==> config.mk <==
export PLATFORM = sky130hd
export DESIGN_NAME = eai_top
export DESIGN_NICKNAME = d
export VERILOG_FILES = /design/src/shared/eai_pkg.sv /design/src/logic/eai_top.sv /design/src/logic/eai_rx_defects.sv
export SDC_FILE = /design/constraint.sdc
export NUM_CORES = 1
export LEC_CHECK = 0
export BUFFER_PORTS_ARGS = -buffer_cell sky130_fd_sc_hd__buf_2
export CAP_MARGIN = 30
export CORE_AREA = 8 8 78 80
export CTS_CLUSTER_SIZE = 8
export DETAILED_ROUTE_END_ITERATION = 7
export DIE_AREA = 0 0 86 88
export GPL_TIMING_DRIVEN = 1
export HOLD_SLACK_MARGIN = 0.12
export PLACE_DENSITY = 0.77
export RECOVER_POWER = 50
export SLEW_MARGIN = 40
export SYNTH_ARGS = -nofsm -noshare
export SYNTH_HDL_FRONTEND = slang
export SYNTH_SLANG_ARGS = --single-unit
==> constraint.sdc <==
create_clock -name aclk -period 2.9 [get_ports aclk]
set_input_delay 0.87 -clock aclk [delete_from_list [all_inputs] [get_ports aclk]]
set_output_delay 0.87 -clock aclk [all_outputs]
set_load 0.05 [all_outputs]
==> src/shared/eai_pkg.sv <==
// Purpose: Shared constants and carriers for the E1 receive alarm interrupt block.
// Assumes: AXI4-Lite register access with 32-bit data and byte addresses.
// Notes: Registers are at most eight bits wide (the framing register is three) and sit in the low byte of each word.
`default_nettype none
package eai_pkg;
  localparam int ADDR_W = 8;
  localparam logic [7:0] REG_ENABLE_OFS = 8'h00;
  localparam logic [7:0] REG_STATUS_OFS = 8'h04;
  localparam logic [7:0] REG_FRAMING_OFS = 8'h08;
  localparam int BIT_LIVE = 7;
  localparam int BIT_MF = 5;
  localparam int BIT_LCV = 3;
  localparam int BIT_OOF = 2;
  localparam logic [7:0] ENABLE_RESET = 8'h00;
  localparam logic [7:0] ENABLE_WR_MASK = 8'h3c;
  localparam logic [7:0] STATUS_RESET = 8'h00;
  localparam logic [7:0] STATUS_MASK = 8'h2c;
  localparam logic [2:0] FRAMING_RESET = 3'h3;
  localparam logic [2:0] OOF_COUNT_RESET = 3'h0;
  localparam logic [2:0] OOF_COUNT_MAX = 3'h7;
  localparam logic [1:0] RESP_OKAY = 2'h0;
  localparam logic [1:0] RESP_SLVERR = 2'h2;
  // Detection time of the remote alarm, as a figure and as clock cycles at 40 MHz.
  localparam int YEL_DETECT_TIME_NS = 375000;
  localparam int CLK_PERIOD_NS = 25;
  localparam int YEL_DETECT_CYCLES = YEL_DETECT_TIME_NS / CLK_PERIOD_NS;

  typedef enum logic [1:0] {
    YEL_CLEAR = 2'h0,
    YEL_SET_PEND = 2'h1,
    YEL_DECLARED = 2'h3,
    YEL_CLR_PEND = 2'h2
  } eai_yel_state_type;

  typedef struct packed {
    logic nonfas_strobe;
    logic a_bit;
    logic fas_strobe;
    logic fas_errored;
    logic lcv;
    logic mf_yellow;
  } eai_rx_events_type;

  typedef struct packed {
    logic remote_alarm_indication;
    logic frame_loss;
  } eai_defects_type;
endpackage : eai_pkg
`default_nettype wire

==> src/logic/eai_top.sv <==
// Purpose: E1 receive alarm and error interrupt enables, status and request.
// Assumes: AXI4-Lite master keeps one write and one read in flight at most.
// Notes: Status clears on read and by writing ones; a new event wins over either clear.
// Operation
// - Bit 7 reads live remote alarm state, read only.
// - Declare remote alarm after A bit is one in two non-alignment frames.
// - Clear remote alarm after A bit is zero in two non-alignment frames.
// - Enable bit 5 gates interrupt on multiframe alarm declare and clear.
// - Enable bit 3 gates interrupt on each line code violation.
// - Enable bit 2 gates interrupt on frame loss declare and clear.
// - Status bits latch on event, clear when status register is read.
// - Frame loss declared after programmed count of errored alignment patterns.
//
// Decided for this implementation: the AXI4-Lite register port and the register addresses.
`timescale 1ns/1ps
`default_nettype none
module eai_top (
  input wire logic aclk,
  input wire logic aresetn,
  input wire logic [eai_pkg::ADDR_W-1:0] s_axi_awaddr,
  input wire logic s_axi_awvalid,
  output logic s_axi_awready,
  input wire logic [31:0] s_axi_wdata,
  input wire logic [3:0] s_axi_wstrb,
  input wire logic s_axi_wvalid,
  output logic s_axi_wready,
  output logic [1:0] s_axi_bresp,
  output logic s_axi_bvalid,
  input wire logic s_axi_bready,
  input wire logic [eai_pkg::ADDR_W-1:0] s_axi_araddr,
  input wire logic s_axi_arvalid,
  output logic s_axi_arready,
  output logic [31:0] s_axi_rdata,
  output logic [1:0] s_axi_rresp,
  output logic s_axi_rvalid,
  input wire logic s_axi_rready,
  input wire eai_pkg::eai_rx_events_type rx_events,
  output eai_pkg::eai_defects_type defects,
  output logic irq
);
  import eai_pkg::*;

  function automatic logic is_mapped(input logic [ADDR_W-1:0] addr);
    logic [ADDR_W-1:0] a;
    a = {addr[ADDR_W-1:2], 2'b00};
    is_mapped = (a == REG_ENABLE_OFS) || (a == REG_STATUS_OFS) || (a == REG_FRAMING_OFS);
  endfunction : is_mapped

  eai_defects_type det;
  logic [7:0] enable_reg, enable_next;
  logic [7:0] status_reg, status_next;
  logic [2:0] framing_reg, framing_next;
  logic mf_prev_reg, mf_prev_next;
  logic oof_prev_reg, oof_prev_next;
  logic irq_reg, irq_next;
  logic aw_have_reg, aw_have_next;
  logic [ADDR_W-1:0] aw_addr_reg, aw_addr_next;
  logic w_have_reg, w_have_next;
  logic [31:0] w_data_reg, w_data_next;
  logic [3:0] w_strb_reg, w_strb_next;
  logic bvalid_reg, bvalid_next;
  logic [1:0] bresp_reg, bresp_next;
  logic rvalid_reg, rvalid_next;
  logic [31:0] rdata_reg, rdata_next;
  logic [1:0] rresp_reg, rresp_next;
  logic [7:0] set_bits;
  logic [7:0] clr_bits;
  logic [7:0] enable_view;
  logic [ADDR_W-1:0] rd_addr;
  logic [ADDR_W-1:0] wr_addr;
  logic do_write;
  logic do_read;

  eai_rx_defects u_defects (
    .aclk(aclk),
    .aresetn(aresetn),
    .ev(rx_events),
    .frame_loss_threshold(framing_reg),
    .defects(det)
  );

  assign s_axi_awready = !aw_have_reg && !bvalid_reg;
  assign s_axi_wready = !w_have_reg && !bvalid_reg;
  assign s_axi_arready = !rvalid_reg;

  always_comb
  begin
    enable_next = enable_reg;
    status_next = status_reg;
    framing_next = framing_reg;
    aw_have_next = aw_have_reg;
    aw_addr_next = aw_addr_reg;
    w_have_next = w_have_reg;
    w_data_next = w_data_reg;
    w_strb_next = w_strb_reg;
    bvalid_next = bvalid_reg;
    bresp_next = bresp_reg;
    rvalid_next = rvalid_reg;
    rdata_next = rdata_reg;
    rresp_next = rresp_reg;
    set_bits = 8'h00;
    clr_bits = 8'h00;
    enable_view = 8'h00;
    rd_addr = {s_axi_araddr[ADDR_W-1:2], 2'b00};
    wr_addr = {aw_addr_reg[ADDR_W-1:2], 2'b00};
    do_write = 1'b0;
    do_read = 1'b0;
    mf_prev_next = rx_events.mf_yellow;
    oof_prev_next = det.frame_loss;

    set_bits[BIT_MF] = rx_events.mf_yellow ^ mf_prev_reg;
    set_bits[BIT_LCV] = rx_events.lcv;
    set_bits[BIT_OOF] = det.frame_loss ^ oof_prev_reg;

    enable_view = enable_reg;
    enable_view[BIT_LIVE] = det.remote_alarm_indication;

    // Write channel capture; address and data may arrive in either order.
    if (s_axi_awvalid && s_axi_awready)
    begin
      aw_have_next = 1'b1;
      aw_addr_next = s_axi_awaddr;
    end
    if (s_axi_wvalid && s_axi_wready)
    begin
      w_have_next = 1'b1;
      w_data_next = s_axi_wdata;
      w_strb_next = s_axi_wstrb;
    end
    if (aw_have_reg && w_have_reg && !bvalid_reg)
    begin
      do_write = 1'b1;
      aw_have_next = 1'b0;
      w_have_next = 1'b0;
      bvalid_next = 1'b1;
      bresp_next = is_mapped(aw_addr_reg) ? RESP_OKAY : RESP_SLVERR;
    end
    if (bvalid_reg && s_axi_bready)
    begin
      bvalid_next = 1'b0;
    end

    if (do_write && w_strb_reg[0])
    begin
      if (wr_addr == REG_ENABLE_OFS)
      begin
        enable_next = w_data_reg[7:0] & ENABLE_WR_MASK;
      end
      if (wr_addr == REG_STATUS_OFS)
      begin
        clr_bits = w_data_reg[7:0];
      end
      if (wr_addr == REG_FRAMING_OFS)
      begin
        framing_next = w_data_reg[2:0];
      end
    end

    if (s_axi_arvalid && s_axi_arready)
    begin
      do_read = 1'b1;
      rvalid_next = 1'b1;
      rresp_next = is_mapped(s_axi_araddr) ? RESP_OKAY : RESP_SLVERR;
      rdata_next = 32'h0000_0000;
      if (rd_addr == REG_ENABLE_OFS)
      begin
        rdata_next[7:0] = enable_view;
      end
      if (rd_addr == REG_STATUS_OFS)
      begin
        rdata_next[7:0] = status_reg;
        clr_bits = clr_bits | status_reg;
      end
      if (rd_addr == REG_FRAMING_OFS)
      begin
        rdata_next[2:0] = framing_reg;
      end
    end
    if (rvalid_reg && s_axi_rready)
    begin
      rvalid_next = 1'b0;
    end

    status_next = ((status_reg & ~clr_bits) | set_bits) & STATUS_MASK;
    irq_next = |(status_next & enable_next & STATUS_MASK);
  end

  always_ff @(posedge aclk)
  begin
    if (!aresetn)
    begin
      enable_reg <= ENABLE_RESET;
      status_reg <= STATUS_RESET;
      framing_reg <= FRAMING_RESET;
      mf_prev_reg <= 1'b0;
      oof_prev_reg <= 1'b0;
      irq_reg <= 1'b0;
      aw_have_reg <= 1'b0;
      aw_addr_reg <= '0;
      w_have_reg <= 1'b0;
      w_data_reg <= 32'h0000_0000;
      w_strb_reg <= 4'h0;
      bvalid_reg <= 1'b0;
      bresp_reg <= RESP_OKAY;
      rvalid_reg <= 1'b0;
      rdata_reg <= 32'h0000_0000;
      rresp_reg <= RESP_OKAY;
    end
    else
    begin
      enable_reg <= enable_next;
      status_reg <= status_next;
      framing_reg <= framing_next;
      mf_prev_reg <= mf_prev_next;
      oof_prev_reg <= oof_prev_next;
      irq_reg <= irq_next;
      aw_have_reg <= aw_have_next;
      aw_addr_reg <= aw_addr_next;
      w_have_reg <= w_have_next;
      w_data_reg <= w_data_next;
      w_strb_reg <= w_strb_next;
      bvalid_reg <= bvalid_next;
      bresp_reg <= bresp_next;
      rvalid_reg <= rvalid_next;
      rdata_reg <= rdata_next;
      rresp_reg <= rresp_next;
    end
  end

  // Registered outputs keep the bus and the request free of decode glitches.
  assign s_axi_bvalid = bvalid_reg;
  assign s_axi_bresp = bresp_reg;
  assign s_axi_rvalid = rvalid_reg;
  assign s_axi_rdata = rdata_reg;
  assign s_axi_rresp = rresp_reg;
  assign defects = det;
  assign irq = irq_reg;
endmodule : eai_top
`default_nettype wire

==> src/logic/eai_rx_defects.sv <==
// Purpose: Remote alarm and out-of-frame defect detection from framer strobes.
// Assumes: Strobes are one-cycle pulses from framer logic on aclk.
// Notes: A threshold of zero acts as one errored pattern.
`timescale 1ns/1ps
`default_nettype none
module eai_rx_defects (
  input wire logic aclk,
  input wire logic aresetn,
  input wire eai_pkg::eai_rx_events_type ev,
  input wire logic [2:0] frame_loss_threshold,
  output eai_pkg::eai_defects_type defects
);
  import eai_pkg::*;

  eai_yel_state_type yel_reg, yel_next;
  logic [2:0] cnt_reg, cnt_next;
  logic oof_reg, oof_next;
  logic [2:0] thr;

  always_comb
  begin
    yel_next = yel_reg;
    cnt_next = cnt_reg;
    oof_next = oof_reg;
    thr = (frame_loss_threshold == 3'h0) ? 3'h1 : frame_loss_threshold;
    if (ev.nonfas_strobe)
    begin
      case (yel_reg)
        YEL_CLEAR: yel_next = ev.a_bit ? YEL_SET_PEND : YEL_CLEAR;
        YEL_SET_PEND: yel_next = ev.a_bit ? YEL_DECLARED : YEL_CLEAR;
        YEL_DECLARED: yel_next = ev.a_bit ? YEL_DECLARED : YEL_CLR_PEND;
        YEL_CLR_PEND: yel_next = ev.a_bit ? YEL_DECLARED : YEL_CLEAR;
        default: yel_next = YEL_CLEAR;
      endcase
    end
    if (ev.fas_strobe)
    begin
      if (ev.fas_errored)
      begin
        if (cnt_reg != OOF_COUNT_MAX)
        begin
          cnt_next = cnt_reg + 3'h1;
        end
        if ((cnt_reg + 3'h1) >= thr || cnt_reg == OOF_COUNT_MAX)
        begin
          oof_next = 1'b1;
        end
      end
      else
      begin
        // A good pattern ends the run and regains alignment.
        cnt_next = OOF_COUNT_RESET;
        oof_next = 1'b0;
      end
    end
  end

  always_ff @(posedge aclk)
  begin
    if (!aresetn)
    begin
      yel_reg <= YEL_CLEAR;
      cnt_reg <= OOF_COUNT_RESET;
      oof_reg <= 1'b0;
    end
    else
    begin
      yel_reg <= yel_next;
      cnt_reg <= cnt_next;
      oof_reg <= oof_next;
    end
  end

  // The pending state keeps the alarm as it was, so it is declared in YEL_DECLARED and YEL_CLR_PEND but not in YEL_SET_PEND.
  assign defects.remote_alarm_indication = (yel_reg == YEL_DECLARED) || (yel_reg == YEL_CLR_PEND);
  assign defects.frame_loss = oof_reg;
endmodule : eai_rx_defects
`default_nettype wire

After elaboration in Yosys (flattened, before gate mapping)
Index checks and enable logic that the tools add are counted.
- bits in registers: 54
- input port bits: 65
- logic and storage cells: 93
- add/subtract/negate cells: 1
- order comparisons: 1
- equality and inequality tests: 11
- muxes and demuxes: 21
- bitwise gates (word level): 8
- reductions and logical operators: 32
- operators by type and width (kind ; count):
    $mux W8 ; 4
    $mux W6 ; 4
    $and A6 B6 Y6 ; 2
    $eq A6 B1 Y1 const B ; 2
    $eq A6 B2 Y1 const B ; 2
    $logic_not A6 Y1 ; 2
    $mux W3 ; 4
    $or A6 B6 Y6 ; 2
    $logic_and A1 B1 Y1 ; 10
    $reduce_or A2 Y1 ; 4
    $logic_or A1 B1 Y1 ; 6
    $mux W2 ; 3
    $not A6 Y6 ; 1
    $pmux W2 S3 ; 1
    $reduce_and A2 Y1 ; 3
    $mux W1 ; 5
    $eq A2 B2 Y1 const B ; 2
    $logic_not A1 Y1 ; 4
    $ne A2 B1 Y1 const B ; 2
    $add A3 B1 Y3 const B ; 1
    $eq A3 B3 Y1 const B ; 1
    $ge A3 B3 Y1 ; 1
    $logic_not A3 Y1 ; 1
    $ne A3 B3 Y1 const B ; 1
    5 further kinds ; 6

Longest topological paths before layout
Gate-level depths: netlist of run 1.
- word-level depth: 13
- depth in mapped cells: 7
- mapped depth without buffers: 7

Hierarchy
Synthesis of run 1 repeated with hierarchy kept, for this count alone.
- cell total of the unflattened synthesis: 233
- area total of the unflattened synthesis: 2230.9 um^2
- by module, submodules not included (module ; times used ; cells each ; area an instance (um^2) ; seq. area each (um^2)):
    eai_top ; 1 ; 186 ; 1811.7 ; 780.7
    eai_rx_defects ; 1 ; 47 ; 419.2 ; 120.1

Worst setup path before layout of run 1
OpenSTA, ideal clock, no wires.
- path kind: input port to flip-flop
- from: input port s_axi_araddr[5] (netlist bit)
- to: register irq_reg, in the netlist irq
- data arrival time: 2.362 ns
- required time: 2.778 ns
- path slack: 0.416 ns
- stages on the path: 5
- buffers on the path: 0
- cell sequence: or4_1 > nor3_1 > nand2_1 > a31o_2 > a221o_1
- word-level cells in the longest chain between the ends: 8
- ends and longest elaborated chain (item ; RTL line ; RTL):
    start: declaration ; eai_top.sv:30 ; input wire logic [eai_pkg::ADDR_W-1:0] s_axi_araddr,
    $eq A6 B1 Y1 ; eai_top.sv:169 ; if (rd_addr == REG_STATUS_OFS)
    $mux W6 ; eai_top.sv:169 ;
    $mux W6 ; eai_top.sv:159 ; if (s_axi_arvalid && s_axi_arready)
    $not A6 Y6 ; eai_top.sv:184 ; status_next = ((status_reg & ~clr_bits) | set_bits) & STATUS_MASK;
    $and A6 B6 Y6 ; eai_top.sv:184 ;
    $or A6 B6 Y6 ; eai_top.sv:184 ;
    $and A6 B6 Y6 ; eai_top.sv:185 ; irq_next = |(status_next & enable_next & STATUS_MASK);
    $reduce_or A3 Y1 ; eai_top.sv:185 ;
    end signal: assignment ; eai_top.sv:216 ; irq_reg <= irq_next;
    end: declaration ; eai_top.sv:55 ; logic irq_reg, irq_next;
No other way between the ends.
A chain may end at the register's enable or synchronous reset.

Worst setup path in the final report of run 1
Ends and elaborated chain as after synthesis.

==> impl_metrics.csv, run 1 <==
group,metric,value,unit
cells_and_area,diodes,0,
cts,insertion_delay,0.30,ns
cts,path_clk_slew,0.08,ns
cts,cts_setup_buffers,0,
cells_and_area,seq_area,901,um^2
worst_setup_path,cp-start-kind,"primary input",
grt,overflow,0,
sta,hold_viol,0,
pwr,internal_power,962,uW
floorplan,io_pins,109,
cells_and_area,nFillCells,479,
yosys,synth_cells,237,
grt,grt_pass1_wl,7.14,mm
pwr,seq_power_share,48.8,%
grt,antenna_found_initial,0,
cts,ctsHoldBuffers,0,
worst_setup_path,worstPathMaxFanout,4,
worst_setup_path,arrival,2.53,ns
cells_and_area,syn_to_final_growth,13.8,%
yosys,syn_area_per_cell,9.02,um^2
drt,firstDrtPassIters,4,
sta,maxSlewViolCount,0,
worst_setup_path,reg2reg_to,"irq",
floorplan,coreArea,4910,um^2
worst_setup_path,cp.required,3.09,ns
cells_and_area,largest_reg_flops,7,
pwr,power.leakage,1.11,nW
placed_design,gp_congestion,0.707,
yosys,yosys.area.top_type_share,42.1,%
drt,routed-via-count,1652,
sta,worst_slew_margin_rel,40.2,%
floorplan,die_y,88,um
yosys,synth_seq_cells,45,
yosys,synth_top_area_cell,"dfxtp_1",
worst_setup_path,criticalPathCategory,"primary input to register",
cells_and_area,drive_gt1_share,21.1,%
worst_setup_path,endpoint_kind,"register",
grt,grt_max_degree,21,
yosys,synth-edff-count,0,
drt,drtAntennaViolNets,0,
sta,skew,0.00374,ns
pwr,combPwrFrac,18.0,%
cells_and_area,layout.nets,358,
cts,cts_resized,0,
sta,tns,0,ns
drt,totalWireLength,4.41,mm
floorplan,die_area,7570,um^2
pwr,p_sw,403,uW
grt,grt.total_usage,11.9,%
drt,wl_per_cell,12.4,um
sta,min_period_over_period,80.8,%
sta,tightest_slew,0.898,ns
pwr,switching_share,29.5,%
sta,timing.fmax,0.427,GHz
worst_setup_path,reg2reg_slack,0.76,ns
cts,cts-root-buf,"clkbuf_8",
pwr,ir_worst_vdd,0.374,mV
cts,cts_tree,"built",
hold_path,hold-path-endpoint,"s_axi_rdata[7]",
cells_and_area,multi_input_area,1050,um^2
hold_path,worstHoldStart,"s_axi_rdata[7]",
sta,rsz0062_at_grt,"false",
outcome,status,"complete, no violations",
floorplan,num_rows,26,
cts,cts_buffer_depth,2,
yosys,synth_flop_cell,"dfxtp_1",
grt,grt_pass1_vias,1601,
cts,cts_sinks,45,
drt,vias_per_cell,4.65,
drt,drc,0,
sta,holdWs,0.455,ns
cts,cts_buffers,5,
yosys,async_reset_ff_share,0,%
yosys,synth_area_leaders,"dfxtp_1 (42%), buf_4 (9.8%), mux2i_1 (9.4%)",
placed_design,portBuffers,48,
sta,finalCriticalPeriod,2.34,ns
sta,finalSetupViolations,0,
yosys,ys_types,37,
yosys,yosysSeqAreaShare,42.1,%
cts,htree_num_levels,2,
yosys,synth_area,2140,um^2
worst_setup_path,r2r-start,"aw_addr_reg[7]",
pwr,p_per_area,561,nW/um^2
run,drv_cap,0,
drt,drt-initial-drc-count,63,
floorplan,start_util,43.5,%
worst_setup_path,r2r_cells,5,
hold_path,holdPathStages,2,
hold_path,hp-class,"register to register",
floorplan,fp.dieW,86,um
yosys,ys_warn_count,0,
pwr,clock_power_share,33.2,%
placed_design,dp_hpwl,3.42,mm
-- synthesized netlist by cell type, types with 2 or more instances --
cell type   n
a31o_2      2
a32oi_1     2
ha_1        8
dfxtp_1    45
nor2_1     41
xor2_1      2
inv_1      11
mux2_2      2
nand2_1    16
clkbuf_1    8
a22oi_1     6
nand2b_1    4
buf_4      28
mux2i_1    20
a221oi_1    2
o21ai_0     5
nor2b_1     2
a21oi_1     9
and2_1      6
-- cell usage in the layout (no fill, tap or decap), types with 2 or more instances in the layout --
master and n:
dfxtp_1 45, nand2_1 16, clkbuf_1 6, a22oi_1 6, and2_1 6, o21ai_0 5, ha_1 8, mux2i_1 20
inv_1 11, nor4_1 2, mux2_2 2, nand2b_1 4, a221oi_1 2, buf_2 43, buf_4 2, xor2_1 2
a32oi_1 2, a31o_2 2, nor2_1 41, conb_1 27, nor2b_1 2, a21oi_1 9, clkbuf_8 5
-- cell type report --
class                           count  share of cell area [%]
Multi-Input combinational cell    171                    43.0
Clock buffer                        5                    2.83
Clock inverter                      2                    1.44
Tap cell                           70                    3.60
Timing Repair Buffer               51                    10.4
Inverter                           11                    1.70
Sequential cell                    45                    37.0
-- layer usage --
layer  vias to the layer above  track usage [%]  wire [um]
li1                        837                -          -
met4                         0             5.41         65
met1                       744             13.2       2010
met3                         6             5.63        469
met2                        65             18.8       1860
met5                         -                0          0
-- cell families (layout without fill, tap and decap cells) --
kind of cell,after synthesis,after routing,synth area share (%)
DFF,45,45,42.1
and+or+nand+nor,79,79,18.1
muxes,22,22,10.4
other,1,27,0.175
AOI/OAI and AO/OA,33,33,10.5
xor gates and xnor gates,2,2,0.819
buffers and inverters,47,69,13.2
adders and majority gates,8,8,4.68
-- worst max-delay path by stage --
stage | startpoint | to | slack [ns] | cells past startpoint
4_1_cts | s_axi_araddr[5] | irq | 0.57 | 7
3_3_place_gp | s_axi_araddr[5] | irq | 0.28 | 7
5_1_grt | u_defects.yel_reg[0] | defects[1] | 0.51 | 4
3_5_place_dp | s_axi_araddr[5] | irq | 0.27 | 7
2_1_floorplan | s_axi_araddr[5] | irq | 0.42 | 5
6_report | s_axi_araddr[5] | irq | 0.56 | 7
-- worst max-delay path, cell delays in order --
cell	delay, ns
buf_2	0.09
or4_1	0.58
nor3_1	0.18
buf_4	0.17
nand2_1	0.07
a31o_2	0.26
a221o_1	0.31
-- metrics by stage --
stage | instances | area, um^2 | total power [mW] | util, % | setup WS [ns]
2_1_floorplan | 263 | 2240 | 0.904 | - | 0.416
3_3_place_gp | 348 | 2360 | 0.924 | 48.0 | 0.282
3_5_place_dp | 348 | 2360 | 0.929 | 48.0 | 0.268
4_1_cts | 355 | 2460 | 1.38 | 50.1 | 0.571
5_1_grt | 355 | 2430 | 1.43 | 49.5 | 0.510
6_report | 355 | 2430 | 1.36 | 49.5 | 0.558
-- power groups by stage --
stage	clock network [mW]	registers (mW)	logic (mW)
final	0.453	0.666	0.246
after CTS	0.462	0.666	0.249
after global placement	0	0.679	0.245
after floorplan	0	0.688	0.216
after global routing	0.494	0.670	0.263
after detailed placement	0	0.680	0.249
Note: power is estimated with default switching activity, not from simulation.
==> run 2, diff against run 1 <==
- ABC_AREA: not set -> 1
- CORE_AREA: 8 8 78 80 -> 8 8 83 85
- DIE_AREA: 0 0 86 88 -> 0 0 91 93
- PLACE_DENSITY: 0.77 -> 0.72
- clock period: 2.9 -> 1.9 ns (I/O delays scaled with it)
==> run 2 against run 1 <==
Against the previous run:
- critical path depth down 3
- die area up 12%
- global-route usage down 0.25 points
- synthesized cell count up 20%
- worst setup slack worse by 0.50 ns
- critical path type is now register to output pin
- sequential power up 56%
- critical endpoint is now defects[1]
- clock-buffer cell count up 3
- register-to-register slack worse by 0.43 ns
==> impl_metrics.csv, run 2 <==
group,metric,value,unit
cts,ctsHoldBuffers,0,
hold_path,hp-class,"register to register",
placed_design,dp_worst_setup_slack,0.180,ns
cts,cts_sinks,45,
drt,totalWireLength,4.83,mm
pwr,seq_power_share,50.4,%
worst_setup_path,reg2reg_slack,0.33,ns
yosys,synth-edff-count,0,
yosys,yosysSeqAreaShare,41.0,%
placed_design,dp_hpwl,3.97,mm
sta,skew,0.00223,ns
worst_setup_path,r2r-start,"u_defects.cnt_reg[0]",
sta,finalSetupViolations,0,
floorplan,io_pins,109,
outcome,status,"complete, no violations",
run,drv_cap,0,
worst_setup_path,cp.required,1.33,ns
floorplan,coreArea,5680,um^2
sta,tns,0,ns
floorplan,die_y,93,um
yosys,synth_flop_cell,"dfxtp_1",
floorplan,die_area,8460,um^2
sta,holdWs,0.480,ns
worst_setup_path,worstSetupEndpoint,"defects[1]",
grt,grt_max_degree,16,
floorplan,num_rows,28,
sta,min_period_over_period,97.0,%
sta,rsz0062_at_grt,"false",
drt,drtAntennaViolNets,0,
cts,path_clk_slew,0.08,ns
placed_design,gp_congestion,0.802,
yosys,async_reset_ff_share,0,%
worst_setup_path,crit_start,"u_defects.yel_reg[0]",
yosys,syn_area_per_cell,7.70,um^2
grt,grt.total_usage,11.6,%
pwr,p_per_area,829,nW/um^2
sta,hold_viol,0,
yosys,synth_commonest_cells,"dfxtp_1 (45), nor2_1 (39), nand2_1 (34), buf_4 (28), a21oi_1 (26)",
drt,drt-initial-drc-count,85,
cells_and_area,diodes,0,
sta,worst_slack,0.0571,ns
cells_and_area,final_cell_mix,"buf_2 (46), dfxtp_1 (44), nor2_1 (40)",
drt,drc,0,
yosys,ys_warn_count,0,
sta,finalCriticalPeriod,1.84,ns
pwr,power.leakage,1.21,nW
grt,antenna_found_initial,0,
grt,grt_pass1_wl,8.05,mm
pwr,power.total,2.06,mW
pwr,internal_power,1.37,mW
yosys,synth_cells,285,
sta,tightest_slew,0.638,ns
worst_setup_path,arrival,1.27,ns
floorplan,fp.dieW,91,um
cts,cts_buffer_depth,2,
cells_and_area,drive_gt1_share,21.1,%
pwr,ir_worst_vdd,0.418,mV
drt,wl_per_cell,11.7,um
worst_setup_path,reg2reg_to,"u_defects.oof_reg",
cells_and_area,final_common_cell,"buf_2",
cts,cts_tree,"built",
worst_setup_path,r2r_cells,7,
worst_setup_path,worstPathMaxFanout,3,
drt,vias_per_cell,4.49,
worst_setup_path,criticalPathCategory,"register to output pin",
grt,grt_pass1_vias,1889,
cts,cts-root-buf,"clkbuf_8",
cells_and_area,layout.nets,409,
cts,htree_num_levels,2,
pwr,switching_share,33.4,%
grt,overflow,0,
worst_setup_path,cp-start-kind,"register",
yosys,synth_area_leaders,"dfxtp_1 (41%), buf_4 (9.6%), nor2_1 (6.7%)",
worst_setup_path,endpoint_kind,"output pin",
yosys,synth_seq_cells,45,
cells_and_area,syn_to_final_growth,13.3,%
yosys,yosysMostFrequentCell,"dfxtp_1",
cts,insertion_delay,0.29,ns
pwr,p_sw,688,uW
cts,cts_buffers,5,
cells_and_area,largest_reg_flops,7,
sta,worst_slew_margin_rel,57.5,%
drt,firstDrtPassIters,4,
placed_design,portBuffers,48,
yosys,ys_types,32,
floorplan,start_util,38.7,%
pwr,combPwrFrac,22.6,%
yosys,synth_area,2190,um^2
drt,routed-via-count,1851,
yosys,yosys.area.top_type_share,41.0,%
pwr,clock_power_share,27.0,%
sta,maxSlewViolCount,0,
yosys,synth_top_area_cell,"dfxtp_1",
sta,timing.fmax,0.543,GHz
## run 2: changes by cell type in the layout (fill, tap and decap cells not counted), moves of 3 or more
| cell | delta |
|---|---|
| mux2i_1 | -20 |
| o21ai_0 | +20 |
| a21oi_1 | +18 |
| nand2_1 | +18 |
| nand3_1 | +14 |
| inv_1 | +13 |
| a22oi_1 | -6 |
| and2_1 | -6 |
| inv_2 | +5 |
| nand2b_1 | -4 |
| nor2_2 | +4 |
| buf_2 | +3 |
## run 2: power groups by stage
| stage | Sequential (mW) | Combinational [mW] | Clock, mW |
|---|---|---|---|
| after detailed placement | 1.06 | 0.469 | 0 |
| after global placement | 1.06 | 0.458 | 0 |
| after CTS | 1.04 | 0.474 | 0.576 |
| after floorplan | 1.10 | 0.369 | 0 |
| final | 1.04 | 0.466 | 0.557 |
| after global routing | 1.05 | 0.512 | 0.614 |
## run 2: how the worst min path moves through the flow
stage	slack, ns	depth (start not counted)	startpoint	endpoint
final	0.48	2	u_defects.cnt_reg[1]	u_defects.cnt_reg[1]
after global routing	0.50	2	framing_reg[0]	s_axi_rdata[0]
after CTS	0.48	3	rx_events[0]	mf_prev_reg
after detailed placement	0.47	2	w_data_reg[0]	framing_reg[0]
after global placement	0.46	2	framing_reg[0]	s_axi_rdata[0]
after floorplan	0.43	2	w_data_reg[4]	enable_reg[4]
## run 2: kinds of logic (layout without fill, tap and decap cells)
kind of cell    Yosys count  count (layout)  synth area share [%]
other cells               1              27                 0.171
flops                    45              45                  41.0
compound gates           64              64                  16.0
simple gates            103             103                  21.9
xor+xnor                  2               2                 0.798
fa+ha+maj                 8               8                  4.56
buf+inv                  62              88                  15.5
## run 2: what timing repair did
action / in CTS / in global routing
gates resized for setup: 5 / 0
endpoints found under the setup margin: 1 / 0
setup buffers: 0 / 0
hold endpoints to repair: 0 / 0
## run 2: worst max-delay path, cell delays in order, from the launching register on
cell and delay [ns]:
dfxtp_2 0.33, inv_1 0.07, ha_1 0.20, or2_4 0.24, buf_8 0.15
## run 2: layout make-up
type / instances / area (um^2)
Sequential cell: 45 / 902
Multi-Input combinational cell: 204 / 1040
Inverter: 29 / 109
Clock buffer: 8 / 80.1
Timing Repair Buffer: 51 / 264
Tap cell: 75 / 93.8
Fill cell: 625 / 3190
## run 2: through the flow
stage,instances,utilization [%],area (um^2)
2_1_floorplan,311,-,2290
3_3_place_gp,404,42.6,2420
3_5_place_dp,404,42.6,2420
4_1_cts,412,44.3,2510
5_1_grt,412,43.8,2490
6_report,412,43.8,2490
## run 2: routing by layer
| layer | share of wire [%] | vias to the layer above | track usage, % | wire length, um |
|---|---|---|---|---|
| li1 | - | 973 | - | - |
| met1 | 40 | 827 | 11.0 | 1920 |
| met2 | 52 | 44 | 21.3 | 2520 |
| met3 | 6.3 | 7 | 4.49 | 303 |
| met4 | 1.8 | 0 | 6.14 | 85 |
| met5 | 0 | - | 0 | 0 |
==> run 3, diff against run 2 <==
==> constraint.sdc (replaced) <==
create_clock -name aclk -period 1.9 [get_ports aclk]
set_input_delay 0.475 -clock aclk [delete_from_list [all_inputs] [get_ports aclk]]
set_output_delay 0.475 -clock aclk [all_outputs]
set_load 0.05 [all_outputs]
==> run 3 against run 2 <==
Against the previous run:
- critical path type unchanged
- sequential share of layout area decreased by 0.13 points
- hold slack got worse by 0.094 ns
- wire length fell by 2.6%
- largest power group unchanged
==> impl_metrics.csv, run 3 (synthesis gave the netlist of run 2 again) <==
group,metric,value,unit
outcome,status,"complete, no violations",
hold_path,hp-class,"primary input to register",
sta,worst_slew_margin_rel,58.7,%
pwr,seq_power_share,47.5,%
sta,holdWs,0.386,ns
drt,vias_per_cell,4.56,
sta,finalSetupViolations,0,
cells_and_area,post-route-cell-area,2490,um^2
cells_and_area,largest_reg_flops,7,
floorplan,num_rows,28,
placed_design,dp_worst_setup_slack,0.294,ns
pwr,combPwrFrac,20.9,%
worst_setup_path,reg2reg_to,"u_defects.oof_reg",
sta,maxSlewViolCount,0,
hold_path,holdPathStages,3,
floorplan,die_area,8460,um^2
sta,rsz0062_at_grt,"false",
worst_setup_path,r2r_cells,7,
hold_path,hold-path-endpoint,"mf_prev_reg",
cts,cts_sinks,45,
drt,drc,0,
pwr,p_sw,702,uW
floorplan,coreArea,5680,um^2
sta,tns,0,ns
drt,totalWireLength,4.70,mm
cells_and_area,layout.nets,408,
grt,grt.total_usage,11.3,%
cells_and_area,diodes,0,
pwr,switching_share,32.0,%
grt,grt_pass1_vias,1847,
drt,firstDrtPassIters,4,
floorplan,start_util,38.7,%
placed_design,placed_cells,403,
pwr,clock_power_share,31.6,%
sta,tightest_slew,0.615,ns
grt,overflow,0,
cells_and_area,drive_gt1_share,21.5,%
placed_design,gp_congestion,0.818,
placed_design,dp_hpwl,3.82,mm
floorplan,fp.dieW,91,um
cells_and_area,finalNonFillerCells,410,
pwr,power.total,2.19,mW
hold_path,worstHoldStart,"rx_events[0]",
sta,min_period_over_period,95.1,%
worst_setup_path,endpoint_kind,"output pin",
floorplan,io_pins,109,
cts,path_clk_slew,0.08,ns
cells_and_area,final_cell_mix,"buf_2 (46), dfxtp_1 (44), nor2_1 (40)",
cells_and_area,syn_to_final_growth,13.7,%
sta,hold_viol,0,
worst_setup_path,worstPathMaxFanout,3,
cts,cts_buffers,5,
drt,drtAntennaViolNets,0,
worst_setup_path,crit_path_max_incr_delay,0.33,ns
cts,cts_buffer_depth,2,
sta,skew,0.00600,ns
placed_design,portBuffers,48,
cts,htree_num_levels,2,
worst_setup_path,cp-start-kind,"register",
sta,worst_slack,0.0923,ns
pwr,p_per_area,879,nW/um^2
worst_setup_path,critPathSlowestCell,"dfxtp_2",
worst_setup_path,cp.required,1.42,ns
cts,ctsHoldBuffers,0,
pwr,power.leakage,1.21,nW
sta,finalCriticalPeriod,1.81,ns
grt,antenna_found_initial,0,
worst_setup_path,crit_start,"u_defects.yel_reg[0]",
cts,insertion_delay,0.29,ns
worst_setup_path,crit_chain,"inv_1 > ha_1 > or2_2 > buf_6",
drt,drt-initial-drc-count,53,
cts,cts_tree,"built",
run,drv_cap,0,
drt,routed-via-count,1868,
drt,wl_per_cell,11.5,um
pwr,internal_power,1.49,mW
grt,grt_pass1_wl,7.96,mm
worst_setup_path,reg2reg_slack,0.29,ns
cells_and_area,finish.utilization,44.0,%
cts,cts-root-buf,"clkbuf_8",
cells_and_area,nFillCells,609,
placed_design,placed_area,2410,um^2
sta,timing.fmax,0.553,GHz
floorplan,die_y,93,um
worst_setup_path,criticalPathCategory,"register to output pin",
cells_and_area,final_common_cell,"buf_2",
pwr,ir_worst_vdd,0.428,mV
grt,grt_max_degree,17,
worst_setup_path,arrival,1.33,ns
worst_setup_path,r2r-start,"u_defects.cnt_reg[0]",
-- run 3: cell type report --
class | count | area, um^2 | area share (%)
Clock buffer | 5 | 68.8 | 2.76
Clock inverter | 2 | 35.0 | 1.40
Inverter | 29 | 109 | 4.36
Multi-Input combinational cell | 204 | 1030 | 41.4
Sequential cell | 45 | 902 | 36.2
Tap cell | 75 | 93.8 | 3.76
Timing Repair Buffer | 50 | 253 | 10.1
-- run 3: worst max path at each step --
stage,to,cells past startpoint
2_1_floorplan,w_strb_reg[0],5
3_3_place_gp,irq,9
3_5_place_dp,u_defects.oof_reg,7
4_1_cts,defects[1],4
5_1_grt,defects[1],4
6_report,defects[1],4
-- run 3: power by group through the flow --
stage                     logic [mW]  clock network (mW)  registers [mW]
after floorplan                0.369                   0            1.10
after global placement         0.456                   0            1.06
after detailed placement       0.464                   0            1.06
after CTS                      0.466               0.712            1.04
after global routing           0.506               0.750            1.05
final                          0.459               0.693            1.04
-- run 3: worst max-delay path, delay by kind of cell (launching register included) --
family	cells	cell delay, ns
flip-flops	1	0.33
AND/OR/NAND/NOR	1	0.29
buffers and inverters	2	0.22
adder cells (fa/ha/maj)	1	0.19
-- run 3: routing by layer --
layer | vias up | global-route usage [%] | part of all wire [%]
met3 | 6 | 4.17 | 5.1
met2 | 38 | 20.5 | 52
met1 | 857 | 11.8 | 42
met5 | - | 0 | 0
li1 | 967 | - | -
met4 | 0 | 3.68 | 0.89
-- run 3: repair_timing --
action | CTS | global route
endpoints found under the setup margin | 0 | 1
gates resized for setup | 0 | 4
setup buffers | 0 | 0
